==> config.mk <==
export PLATFORM = sky130hd
export DESIGN_NAME = emsc_top
export DESIGN_NICKNAME = d
export VERILOG_FILES = /design/src/emsc_pkg.sv /design/src/emsc_clk_div.sv /design/src/emsc_top.sv
export VERILOG_INCLUDE_DIRS = /design/src /design/src/src
export SDC_FILE = /design/constraint.sdc
export NUM_CORES = 1
export LEC_CHECK = 0
export ABC_AREA = 1
export BUFFER_PORTS_ARGS = -buffer_cell sky130_fd_sc_hd__buf_2
export CAP_MARGIN = 10
export CELL_PAD_IN_SITES_DETAIL_PLACEMENT = 1
export CELL_PAD_IN_SITES_GLOBAL_PLACEMENT = 1
export CORE_ASPECT_RATIO = 1.25
export CORE_MARGIN = 1.5
export CORE_UTILIZATION = 39
export DETAILED_ROUTE_END_ITERATION = 12
export GPL_TIMING_DRIVEN = 0
export PLACE_DENSITY = 0.81
export SLEW_MARGIN = 30
export SYNTH_ARGS = -nofsm -noshare
export SYNTH_HDL_FRONTEND = slang
export SYNTH_SLANG_ARGS = --single-unit
==> constraint.sdc <==
create_clock -name clk -period 1.85 [get_ports clk]
set_input_delay 0.0925 -clock clk [delete_from_list [all_inputs] [get_ports clk]]
set_output_delay 0.0925 -clock clk [all_outputs]
set_load 0.03 [all_outputs]
==> src/emsc_cfg.svh <==
// timing, field and reset constants for the enhanced-mode system control block
`ifndef EMSC_CFG_SVH
`define EMSC_CFG_SVH
`define EMSC_DIV_W          4
`define EMSC_DIV_RST        4'h1
`define EMSC_RFSH_W         16
`define EMSC_RFSH_RST       16'h0000
`define EMSC_ADDR_W         20
`define EMSC_QSEL_W         2
`define EMSC_MID2_QUARTER   2'h2
`define EMSC_CS_RST         4'hf
`define EMSC_STRAP_SETTLE   2'h2
`endif

==> src/emsc_pkg.sv <==
// types shared by the enhanced-mode system control block
package emsc_pkg;
    // test-mode tracking state, one-hot
    typedef enum logic [2:0] {
        EMSC_RUN    = 3'b001,
        EMSC_SAMPLE = 3'b010,
        EMSC_FLOAT  = 3'b100
    } emsc_tst_t;
    // chip-select decode request from the bus side
    typedef struct packed {
        logic        cycleValid;
        logic        refreshCycle;
        logic [19:0] address;
    } emsc_bus_t;
    // mid-range block window, programmed outside
    typedef struct packed {
        logic [19:0] base;
        logic [19:0] size;
        logic        programmed;
    } emsc_mid_t;
endpackage

==> src/emsc_clk_div.sv <==
// power-save divider producing the slowed tick and the clock-output level
`timescale 1ns/10ps
`include "emsc_cfg.svh"
module emsc_clk_div #(
    parameter int DIV_W = `EMSC_DIV_W
) (
    // clock and reset
    input  wire logic             clk,
    input  wire logic             reset_n,
    // control
    input  wire logic             saveOn,   // divide active
    input  wire logic [DIV_W-1:0] divFactor, // divide ratio, 0 and 1 mean no slowing
    // results
    output logic                  tick,     // one-cycle enable at divided rate
    output logic                  clkLevel  // divided clock level
);
    logic [DIV_W-1:0] count_r;  // cycles since last tick
    logic             level_r;  // divided clock phase
    logic             slow;     // divider actually dividing

    initial begin
        if (DIV_W < 2) $error("divider width too small");
    end

    assign slow = saveOn && (divFactor > {{(DIV_W-1){1'b0}}, 1'b1});

    // count to the factor and fire one tick per period
    always_ff @(posedge clk or negedge reset_n) begin
        if (!reset_n) begin
            count_r <= '0;
        end else if (!slow || count_r >= divFactor - 1'b1) begin
            count_r <= '0;
        end else begin
            count_r <= count_r + 1'b1;
        end
    end

    // divided output: flips once per internal tick, so its period is two ticks at any factor
    always_ff @(posedge clk or negedge reset_n) begin
        if (!reset_n) begin
            level_r <= 1'b0;
        end else if (!slow || count_r == '0) begin
            level_r <= ~level_r;  // undivided this flips every cycle, slowed it keeps the same ratio
        end
    end

    assign tick     = !slow || (count_r == '0);
    assign clkLevel = level_r;
endmodule // emsc_clk_div

==> src/emsc_top.sv <==
// enhanced-mode system control: refresh, power-save, coprocessor pins, float test mode
//
// Summary of operation
// RULE_01 - refresh runs only in enhanced mode
// RULE_02 - interval expiry raises refresh read request
// RULE_03 - refresh address in range asserts chip select
// RULE_04 - power-save divides internal clock by factor
// RULE_05 - clock output carries divided clock
// RULE_06 - all internal counting slows by factor
// RULE_07 - software reprograms counts around power-save
// RULE_08 - enhanced mode remaps selects 0,1,3
// RULE_09 - select 2 keeps normal ready/wait behaviour
// RULE_10 - select 2 only in its quarter
// RULE_11 - test mode floats all pins until reset
// RULE_12 - both memory selects low at release selects test
// RULE_13 - outside holds selects low one clock
// RULE_14 - memory select pins weakly pulled up
// RULE_15 - no coprocessor: reset output to busy input
// RULE_16 - compatible mode ignores enhanced writes
// RULE_17 - leaving power-save restores full clock
`timescale 1ns/10ps
`include "emsc_cfg.svh"
module emsc_top #(
    parameter int DIV_W  = `EMSC_DIV_W,
    parameter int RFSH_W = `EMSC_RFSH_W
) (
    // clock and reset
    input  wire logic               clk,
    input  wire logic               reset_n,
    // mode strap and control
    input  wire logic               enhancedPin,     // enhanced-mode strap, from a pin
    input  wire logic               cfgWrite,        // write strobe for enhanced controls
    input  wire logic               saveReq,         // requested power-save
    input  wire logic [DIV_W-1:0]   divReq,          // requested divide factor
    input  wire logic               rfshEnReq,       // requested refresh enable
    input  wire logic [RFSH_W-1:0]  rfshIntervalReq, // requested refresh interval
    // bus interface unit
    input  wire logic               refreshAck,      // bus unit took the request
    input  wire emsc_pkg::emsc_bus_t busCycle,       // current bus cycle
    input  wire emsc_pkg::emsc_mid_t midBlock,       // mid-range window
    input  wire logic               extReady,        // external ready, for select 2
    // coprocessor side
    input  wire logic               coprocExtReqIn,  // extension request from coprocessor
    input  wire logic               coprocErrorIn,   // error from coprocessor
    // memory select pins (three-signal)
    input  wire logic               upperSelIn,      // upper_memory_select pin level
    input  wire logic               lowerSelIn,      // lower_memory_select pin level
    // outputs
    output logic                    refreshReq,      // memory read request to bus unit
    output logic                    clockOutPin,     // clock_output_pin level
    output logic                    internalTick,    // enable at internal rate
    output logic [3:0]              midSelect_n,     // mid-range selects, active low
    output logic                    midSelect2Ready, // ready for select 2 cycles
    output logic                    coprocExtReq,    // remapped coproc_extension_request
    output logic                    coprocError,     // remapped coprocessor error
    output logic                    numericProcSel_n,// numeric_proc_select, active low
    output logic                    pinFloat,        // all pins high impedance
    output logic                    pullUpEn,        // weak pull-up enable on memory selects
    output logic                    enhancedMode     // enhanced mode flag
);
    // synchronisers for pin inputs
    logic [1:0] enhSync_r, upSync_r, loSync_r, erSync_r, erqSync_r;
    // control state
    logic              enh_r;
    logic              save_r;
    logic [DIV_W-1:0]  div_r;
    logic              rfshEn_r;
    logic [RFSH_W-1:0] interval_r, rfshCnt_r;
    logic              refreshReq_r, clock_output_pin_r, tick_r;
    logic [3:0]        midSel_r;
    logic              mid2Rdy_r, coReq_r, coErr_r, nps_r, float_r, pull_r;
    logic              rfshPending_r;
    logic [1:0]        settleCnt_r;     // edges waited for the strap synchronisers
    emsc_pkg::emsc_tst_t tst_r;
    logic              tick, clkLevel;
    logic [1:0]        quarter;
    logic              inMid;

    initial begin
        if (RFSH_W < 2 || DIV_W < 2) $error("bad width parameter");
    end

    // decode which quarter of the mid-range block an address falls in
    function automatic logic [1:0] quarterOf(input logic [19:0] a, input logic [19:0] b, input logic [19:0] s);
        logic [19:0] off;
        off = a - b;
        quarterOf = (off >= (s >> 1)) ? ((off >= (s >> 1) + (s >> 2)) ? 2'h3 : 2'h2)
                                      : ((off >= (s >> 2)) ? 2'h1 : 2'h0);
    endfunction

    // two-flop synchronisers
    always_ff @(posedge clk or negedge reset_n) begin
        if (!reset_n) begin
            enhSync_r <= '0;
            upSync_r  <= 2'h3;
            loSync_r  <= 2'h3;
            erSync_r  <= '0;
            erqSync_r <= '0;
        end else begin
            enhSync_r <= {enhSync_r[0], enhancedPin};
            upSync_r  <= {upSync_r[0], upperSelIn};
            loSync_r  <= {loSync_r[0], lowerSelIn};
            erSync_r  <= {erSync_r[0], coprocErrorIn};
            erqSync_r <= {erqSync_r[0], coprocExtReqIn};
        end
    end

    // mode flag follows strap; enhanced-only controls written only when enhanced
    always_ff @(posedge clk or negedge reset_n) begin
        if (!reset_n) begin
            enh_r      <= 1'b0;
            save_r     <= 1'b0;
            div_r      <= `EMSC_DIV_RST;
            rfshEn_r   <= 1'b0;
            interval_r <= `EMSC_RFSH_RST;
        end else begin
            enh_r <= enhSync_r[1];  // strap held by outside logic [RULE_15]
            if (!enh_r) begin
                save_r   <= 1'b0;  // features masked in compatible mode [RULE_04]
                rfshEn_r <= 1'b0;  // [RULE_01]
            end else if (cfgWrite) begin  // writes only take effect enhanced [RULE_16]
                save_r     <= saveReq;  // clearing restores full clock [RULE_17]
                div_r      <= divReq;
                rfshEn_r   <= rfshEnReq;
                interval_r <= rfshIntervalReq;  // software re-tunes on save change [RULE_07]
            end
        end
    end

    // power-save divider
    emsc_clk_div #(.DIV_W(DIV_W)) u_div (
        .clk       (clk),
        .reset_n   (reset_n),
        .saveOn    (save_r),     // [RULE_04]
        .divFactor (div_r),
        .tick      (tick),
        .clkLevel  (clkLevel)
    );

    // clock output and internal enable registered
    always_ff @(posedge clk or negedge reset_n) begin
        if (!reset_n) begin
            clock_output_pin_r <= 1'b0;
            tick_r   <= 1'b0;
        end else begin
            clock_output_pin_r <= clkLevel;  // divided when saving, full otherwise [RULE_05] [RULE_17]
            tick_r   <= tick;      // drives internalTick; the refresh counter uses the unregistered tick [RULE_06]
        end
    end

    // refresh interval counter advances only on internal ticks
    always_ff @(posedge clk or negedge reset_n) begin
        if (!reset_n) begin
            rfshCnt_r     <= '0;
            rfshPending_r <= 1'b0;
        end else if (!rfshEn_r || !enh_r) begin
            rfshCnt_r     <= '0;  // no refresh in compatible mode [RULE_01]
            rfshPending_r <= 1'b0;
        end else begin
            if (tick) begin  // slowed by power-save factor [RULE_06]
                if (rfshCnt_r >= interval_r) begin
                    rfshCnt_r <= '0;
                end else begin
                    rfshCnt_r <= rfshCnt_r + 1'b1;
                end
            end
            // expiry sets pending; new expiry wins over an ack [RULE_02]
            if (tick && rfshCnt_r >= interval_r) begin
                rfshPending_r <= 1'b1;
            end else if (refreshAck) begin
                rfshPending_r <= 1'b0;
            end
        end
    end

    always_ff @(posedge clk or negedge reset_n) begin
        if (!reset_n) begin
            refreshReq_r <= 1'b0;
        end else begin
            refreshReq_r <= rfshPending_r && !refreshAck;  // request to bus unit [RULE_02]
        end
    end

    // mid-range decode, refresh cycles included
    assign inMid   = midBlock.programmed && busCycle.cycleValid &&
                     busCycle.address >= midBlock.base &&
                     (busCycle.address - midBlock.base) < midBlock.size;
    assign quarter = quarterOf(busCycle.address, midBlock.base, midBlock.size);

    always_ff @(posedge clk or negedge reset_n) begin
        if (!reset_n) begin
            midSel_r  <= `EMSC_CS_RST;
            mid2Rdy_r <= 1'b0;
            nps_r     <= 1'b1;
        end else begin
            for (int i = 0; i < 4; i++) begin
                // refresh addresses decode like any other [RULE_03]
                midSel_r[i] <= !(inMid && quarter == i[1:0]);
            end
            if (enh_r) begin
                midSel_r[0] <= 1'b1;  // pins reused for coprocessor [RULE_08]
                midSel_r[1] <= 1'b1;
                midSel_r[3] <= 1'b1;
            end
            nps_r     <= !(enh_r && inMid && !busCycle.refreshCycle && quarter == 2'h3);  // [RULE_08]
            mid2Rdy_r <= inMid && quarter == `EMSC_MID2_QUARTER && extReady;  // [RULE_09] [RULE_10]
        end
    end

    // coprocessor handshake pins only in enhanced mode
    always_ff @(posedge clk or negedge reset_n) begin
        if (!reset_n) begin
            coReq_r <= 1'b0;
            coErr_r <= 1'b0;
        end else begin
            coReq_r <= enh_r && erqSync_r[1];  // [RULE_08]
            coErr_r <= enh_r && erSync_r[1];
        end
    end

    // test mode: sample straps after release, then float until reset if both selects were low
    always_ff @(posedge clk or negedge reset_n) begin
        if (!reset_n) begin
            tst_r       <= emsc_pkg::EMSC_SAMPLE;
            float_r     <= 1'b0;
            pull_r      <= 1'b1;  // pull-ups on while reset applies [RULE_14]
            settleCnt_r <= 2'h0;
        end else begin
            case (tst_r)
                emsc_pkg::EMSC_SAMPLE: begin
                    if (settleCnt_r != `EMSC_STRAP_SETTLE) begin
                        // synchronisers still show their reset level; deciding now would never float
                        settleCnt_r <= settleCnt_r + 2'h1;
                    end else begin
                        pull_r <= 1'b0;
                        // both held low past release selects float [RULE_12] [RULE_13]
                        if (!upSync_r[1] && !loSync_r[1]) begin
                            tst_r   <= emsc_pkg::EMSC_FLOAT;
                            float_r <= 1'b1;
                        end else begin
                            tst_r <= emsc_pkg::EMSC_RUN;
                        end
                    end
                end
                emsc_pkg::EMSC_FLOAT: begin
                    float_r <= 1'b1;  // sticky until reset [RULE_11]
                end
                emsc_pkg::EMSC_RUN: begin
                    float_r <= 1'b0;
                end
                default: begin
                    tst_r <= emsc_pkg::EMSC_RUN;
                end
            endcase
        end
    end

    assign refreshReq       = refreshReq_r;
    assign clockOutPin      = clock_output_pin_r;
    assign internalTick     = tick_r;
    assign midSelect_n      = midSel_r;
    assign midSelect2Ready  = mid2Rdy_r;
    assign coprocExtReq     = coReq_r;
    assign coprocError      = coErr_r;
    assign numericProcSel_n = nps_r;
    assign pinFloat         = float_r;
    assign pullUpEn         = pull_r;
    assign enhancedMode     = enh_r;

    // float holds until reset
    float_hold_a: assert property (@(posedge clk) disable iff (!reset_n) float_r |=> float_r)  // [RULE_11]
        else $error("float mode left without reset");
    // no refresh request in compatible mode
    no_rfsh_compat_a: assert property (@(posedge clk) disable iff (!reset_n)
        !enh_r [*3] |-> !refreshReq_r)  // [RULE_01]
        else $error("refresh request in compatible mode");
    // select 2 only in its quarter
    mid2_quarter_a: assert property (@(posedge clk) disable iff (!reset_n)
        !midSel_r[2] |-> $past(inMid) && $past(quarter) == `EMSC_MID2_QUARTER)  // [RULE_10]
        else $error("select 2 outside its quarter");
    // remapped selects idle in enhanced mode
    remap_idle_a: assert property (@(posedge clk) disable iff (!reset_n)
        $past(enh_r) |-> midSel_r[0] && midSel_r[1] && midSel_r[3])  // [RULE_08]
        else $error("remapped select driven in enhanced mode");
    // compatible writes ignored
    compat_write_a: assert property (@(posedge clk) disable iff (!reset_n)
        !enh_r && cfgWrite |=> $stable(interval_r) && $stable(div_r))  // [RULE_16]
        else $error("write took effect in compatible mode");
    // full clock toggles when not saving
    full_clock_a: assert property (@(posedge clk) disable iff (!reset_n)
        !save_r [*3] |-> clock_output_pin_r != $past(clock_output_pin_r))  // [RULE_05] [RULE_17]
        else $error("clock output not full rate");
    // refresh count frozen between ticks
    slow_count_a: assert property (@(posedge clk) disable iff (!reset_n)
        rfshEn_r && enh_r && !tick |=> $stable(rfshCnt_r) || !rfshEn_r || !enh_r)  // [RULE_06]
        else $error("refresh count moved without tick");
    // expiry leads to request within two cycles
    rfsh_req_a: assert property (@(posedge clk) disable iff (!reset_n)
        enh_r && rfshEn_r && tick && rfshCnt_r >= interval_r && !refreshAck
        |-> ##[1:2] (refreshReq_r || refreshAck))  // [RULE_02]
        else $error("refresh expiry without request");
endmodule // emsc_top

# --- Word level (Yosys, flattened, before mapping) ---
# Cells that the tools add are included.
op_classes:
  magnitude_cmp: 8
  bitwise: 3
  mux: 22
  eq_ne: 10
  n_addsub: 6
  n_reduce_logical: 43
op_table:
  columns: ["op", "n"]
  rows:
  - ["16-bit two-way mux", 3]
  - ["20-bit greater-or-equal comparator", 2]
  - ["19-bit by 18-bit adder with 20-bit output", 1]
  - ["20-bit by 18-bit greater-or-equal comparator with 1-bit output", 1]
  - ["20-bit by 19-bit greater-or-equal comparator with 1-bit output", 1]
  - ["20-bit less-than comparator", 1]
  - ["20-bit subtractor", 1]
  - ["1-bit logical AND", 17]
  - ["16-bit by 1-bit adder with 16-bit output, second input constant", 1]
  - ["16-bit greater-or-equal comparator", 1]
  - ["1-bit logical NOT", 12]
  - ["1-bit two-way mux", 12]
  - ["2-bit inequality test, second input constant", 4]
  - ["2-bit AND reduction", 4]
  - ["3-bit two-way mux", 2]
  - ["3-bit one-hot mux with 2 select lines", 1]
  - ["3-bit nonzero test", 2]
  - ["4-bit by 1-bit adder with 4-bit output, second input constant", 1]
  - ["2-bit equality test, second input constant", 2]
  - ["4-bit greater-or-equal comparator", 1]
  - ["4-bit by 1-bit greater-than comparator with 1-bit output, second input constant", 1]
  - ["4-bit logical NOT", 1]
  - ["2-bit two-way mux", 2]
  - ["4-bit two-way mux", 1]
  - ["other kinds (13)", 17]
totals:
  input_bits: 95
  word_cells: 118
  output_inout_bits: 14
  regBits: 73

# --- Logic depth before layout (Yosys ltp) ---
logic_depth:
  depth_word: 8
  depth_mapped: 24
  mapped_depth_nobuf: 24

# --- Hierarchy ---
# From an unflattened synthesis, not the netlist that was laid out.
hier_totals:
  cells_unflattened: 935
  hier_area_um2: 7165.6
by_module_without_submodules:
  columns: ["module", "instances", "cells_per_inst", "seq_area_each_um2", "area_each_um2"]
  rows:
  - ["emsc_top", 1, 882, 1716.6, 6747.7]
  - ["emsc_clk_div", 1, 53, 125.1, 417.9]

# --- Worst setup path before layout ---
# Ideal clock, no wire load.
synth_path:
  path_type: "in2reg"
  startpoint: "in midBlock[23] in the netlist's numbering"
  endpoint: "reg mid2Rdy_r, in the netlist midSelect2Ready"
  n_path_buf: 0
  slack_ps: -1067
  cell_stages: 23
  t_arrival_ps: 2836
  setup_time_ps: 80
  required_time_ps: 1770
  cell_sequence: "inv_1 ha_1 a21oi_1 o21ai_1 a21oi_1 o21ai_2 a21oi_1 o21ai_2 xor2_1 ha_1 nand2_1 inv_1 nand2_1 nand2_1 a21oi_1 nand2_1 nand2_1 nand2_1 a21boi_2 nand2_2 a21oi_4 nand2_2 nor3_2"
synth_via:
  elab_chain_len: 7
  elab_cells_between_ends: 14
  classes_between: "1 x add/sub; 5 x order compare; 1 x eq/ne; 3 x mux; 4 x reduce/logical"
synth_rtl:
  columns: ["element", "line_no", "text"]
  rows:
  - ["from (decl)", "emsc_top.sv:40", "input wire emsc_pkg::emsc_mid_t midBlock,"]
  - ["20-bit subtractor", "emsc_top.sv:86, emsc_top.sv:187", null]
  - ["20-bit by 18-bit greater-or-equal comparator with 1-bit output / 20-bit greater-or-equal comparator (equally long branches)", "emsc_top.sv:88, emsc_top.sv:87", null]
  - ["1-bit two-way mux, on equally long branches", "emsc_top.sv:88, emsc_top.sv:87", null]
  - ["2-bit two-way mux", "emsc_top.sv:87", "quarterOf = (off >= (s >> 1)) ? ((off >= (s >> 1) + (s >> 2)) ? 2'h3 : 2'h2)"]
  - ["2-bit equality test (no line)", null, null]
  - ["1-bit logical AND (no line) *", null, null]
  - ["1-bit logical AND *", "emsc_top.sv:206", "mid2Rdy_r <= inMid && quarter == `EMSC_MID2_QUARTER && extReady;"]
  - ["to (signal assigned)", "emsc_top.sv:206", null]
  - ["to (decl)", "emsc_top.sv:71", "logic mid2Rdy_r, coReq_r, coErr_r, nps_r, float_r, pull_r;"]
# Every way passes the cells marked *; elsewhere a longest branch is shown, timed or not.
# A chain may end at the register's enable or synchronous reset.

# --- Worst setup path after layout ---
layout_path:
  startpoint: "in midBlock[31] in the netlist's numbering"
  endpoint: "reg mid2Rdy_r, in the netlist midSelect2Ready"
# The elaborated chain is that of the path after synthesis.

==> results.cfg <==
[layout]
fillers = 2190
drive_above_1_share = 0.309
post-route-util = 0.538
antenna_cells = 0
areaGrowthSynthToFinish_pct = 35.0
multi_input_area_um2 = 5440
seq_area_um2 = 1850
nets = 1377

[place]
hpwl_mm = 16.4
place.gp.congestion = 0.844
port_buffers = 108

[worst_setup_path]
critical_path_required_ns = 2.11
critPathSlowestCell = ha_1
r2r_start = rfshCnt_r[2]$_DFFE_PN0P_
critPathLaunchType = primary input
crit_type = primary input to flip-flop
end_kind = flip-flop
arrival_ns = 3.06
cp-startpoint = midBlock[31]
cp_cell_sequence = buf_2 -> inv_1 -> ha_1 -> nand2_1 -> nor4_2 -> nand4_1 -> nand3_1 -> xor2_2 -> ha_1 -> a21oi_1 -> a21boi_2 -> nand2_2 -> a21oi_4 -> nand2_2 -> nor3_2
slowest_delay_ns = 0.43
worstPathMaxFanout = 4

[clock_tree]
h-tree-depth = 3
ctsLongestPathBuffers = 2
clockRootBuffer = clkbuf_16
clock_latency_ns = 0.35
numClockSinks = 73
numCtsBuffers = 9
cts_tree = built
clk_pin_slew_ns = 0.06

[routing]
vias_per_cell = 5.33
drtIter0Drc = 297
drtPass1Iterations = 4
num_vias = 7314
remaining_drc_errors = 0
totalWireLength_mm = 26.0
ant_nets = 0
wl_per_cell_um = 19.0

[timing]
finalSetupTns_ns = -10.44
max_slew_margin = 0.613
setup_ws_ns = -0.950
fin_crit_sh = 1.51
slew_violations = 0
fin_crit_ns = 2.80
setup_viol = 23
tightest_slew_ns = 0.576
fin_skew_ns = 0.0166
rsz0062_at_grt = yes
final_hold_viol_count = 0
fmax_mhz = 357
hold_slack_ns = 0.0103

[die]
die_area_um2 = 19300
die_y_um = 155
core_um2 = 18100
die_w_um = 125
ioPinCount = 109
start_util = 0.399
rows = 55

[global_routing]
grt_overflow = 0
grt_pass1_wl_mm = 37.9
grt_use_total = 0.243
grt_max_degree = 48
grt_pass1_vias = 7895
antenna_found_initial = 0

[synth]
synth-async-reset-ratio = 1.00
yosysTopAreaCellShare = 0.243
syn_inst = 953
synth_cell_type_count = 47
synthFlopType = dfrtp_1
yosysSeqAreaShare = 0.255
synth_edf_count = 0
synth_nets = 1190
yosysTopAreaCell = ha_1
syn_area_per_cell_um2 = 7.57
synth.ff_latch_count = 73
synthTopCellsByArea = ha_1 24%, dfrtp_1 21%, nand2_1 9.8%
synth_area_um2 = 7210
yosysMostFrequentCell = nand2_1
ys_warn_count = 0
synth_common_cells = 188 x nand2_1, 159 x inv_1, 140 x ha_1

[status]
violations = negative setup slack
outcome = complete, but fails checks

[power]
powerDensity_nw_per_um2 = 663
p_leak_uw = 0.00500
max-vdd-ir-drop_mv = 0.421
finalPower_uw = 6450

[run]
cap_violations = 0

[hold_path]
hp-class = primary input to flip-flop
hp-start = divReq[0]
==> cell families after synthesis <==
family / share of synthesized area
compound gates: 0.136
xor+xnor: 0.0558
mux: 0.00468
flops: 0.255
simple gates: 0.211
buf+inv: 0.0893
fa+ha+maj: 0.248
==> state kept, by name, summed over array words and instances, names as in the netlist, 2 cells and up <==
register,count
div_r,4
enhSync_r,2
erSync_r,2
erqSync_r,2
interval_r,16
loSync_r,2
midSelect_n,4
rfshCnt_r,16
settleCnt_r,2
tst_r,3
u_div.count_r,4
upSync_r,2
==> worst paths after layout <==
kind / slack [ns] / to / depth (start not counted)
max in group asynchronous: 1.00 / div_r[0]$_DFFE_PN1P_ / 3
min in group asynchronous: 0.22 / erSync_r[1]$_DFF_PN0_ / 2
min reg2reg: 0.35 / erqSync_r[1]$_DFF_PN0_ / 0
max: -0.95 / midSelect2Ready$_DFF_PN0_ / 15
max reg2reg: -0.48 / rfshCnt_r[11]$_DFFE_PN0P_ / 7
min: 0.01 / div_r[0]$_DFFE_PN1P_ / 3
==> what timing repair did <==
action,CTS,global route
hold endpoints to repair,39,0
hold buffers,14,0
pin swaps,39,30
setup buffers,33,18
resized for setup,84,73
cloned,2,0
setup endpoints to repair,32,46
==> layer usage <==
| layer | vias up | global-route usage | share of wire |
|---|---|---|---|
| met5 | - | 0 | 0 |
| met4 | 0 | 0.104 | 0.037 |
| met3 | 62 | 0.0354 | 0.036 |
| met2 | 203 | 0.481 | 0.55 |
| met1 | 3530 | 0.251 | 0.38 |
| li1 | 3519 | - | - |
==> worst max-delay path, delay by kind of cell <==
family	cells	cell delay, ns
xor gates and xnor gates	1	0.29
AOI/OAI and AO/OA	3	0.57
adders and majority gates	2	0.76
and+or+nand+nor	7	1.22
buffers and inverters	2	0.12
==> stage by stage <==
stage	instances	cell area, um2	setup WS [ns]
final	1372	9740	-0.950
after global routing	1372	9740	-1.18
after detailed placement	1290	8220	-1.50
after global placement	1289	8190	-1.42
after floorplan	953	7360	-0.828
after CTS	1354	9250	-0.808
==> placed cells by master, fill, tap and decap left out, types with 4 or more instances in the layout <==
cell type	count
a211oi_1	5
a21oi_1	76
a21oi_2	15
buf_2	102
buf_4	45
buf_6	11
buf_8	4
clkbuf_16	9
dfrtp_1	55
dfrtp_2	6
dfstp_2	12
dlygate4sd3_1	14
ha_1	122
ha_4	17
inv_1	144
inv_2	15
inv_4	4
nand2_1	172
nand2_2	22
nand2_4	6
nand3_1	31
nand3_2	8
nand4_1	12
nor2_1	56
nor2_2	7
nor3_1	9
nor3_2	7
o21ai_0	18
o21ai_1	9
o21ai_2	9
o21bai_1	5
o22ai_2	9
xnor2_1	17
xor2_1	21
xor2_2	5
==> final cells by class <==
cell class / instances / share of cell area
flip-flops and latches: 73 / 0.190
well taps: 228 / 0.0293
repair buffers: 176 / 0.123
clock inverters: 3 / 0.00180
inverters: 165 / 0.0659
plain buffers: 6 / 0.00488
clock buffers: 12 / 0.0263
multi-input cells: 709 / 0.559
==> where the power goes <==
| part | internal (uW) | switching [uW] |
|---|---|---|
| Sequential | 1710 | 81.4 |
| Clock | 971 | 713 |
| Combinational | 1220 | 1750 |
(Power assumes the default switching activity.)
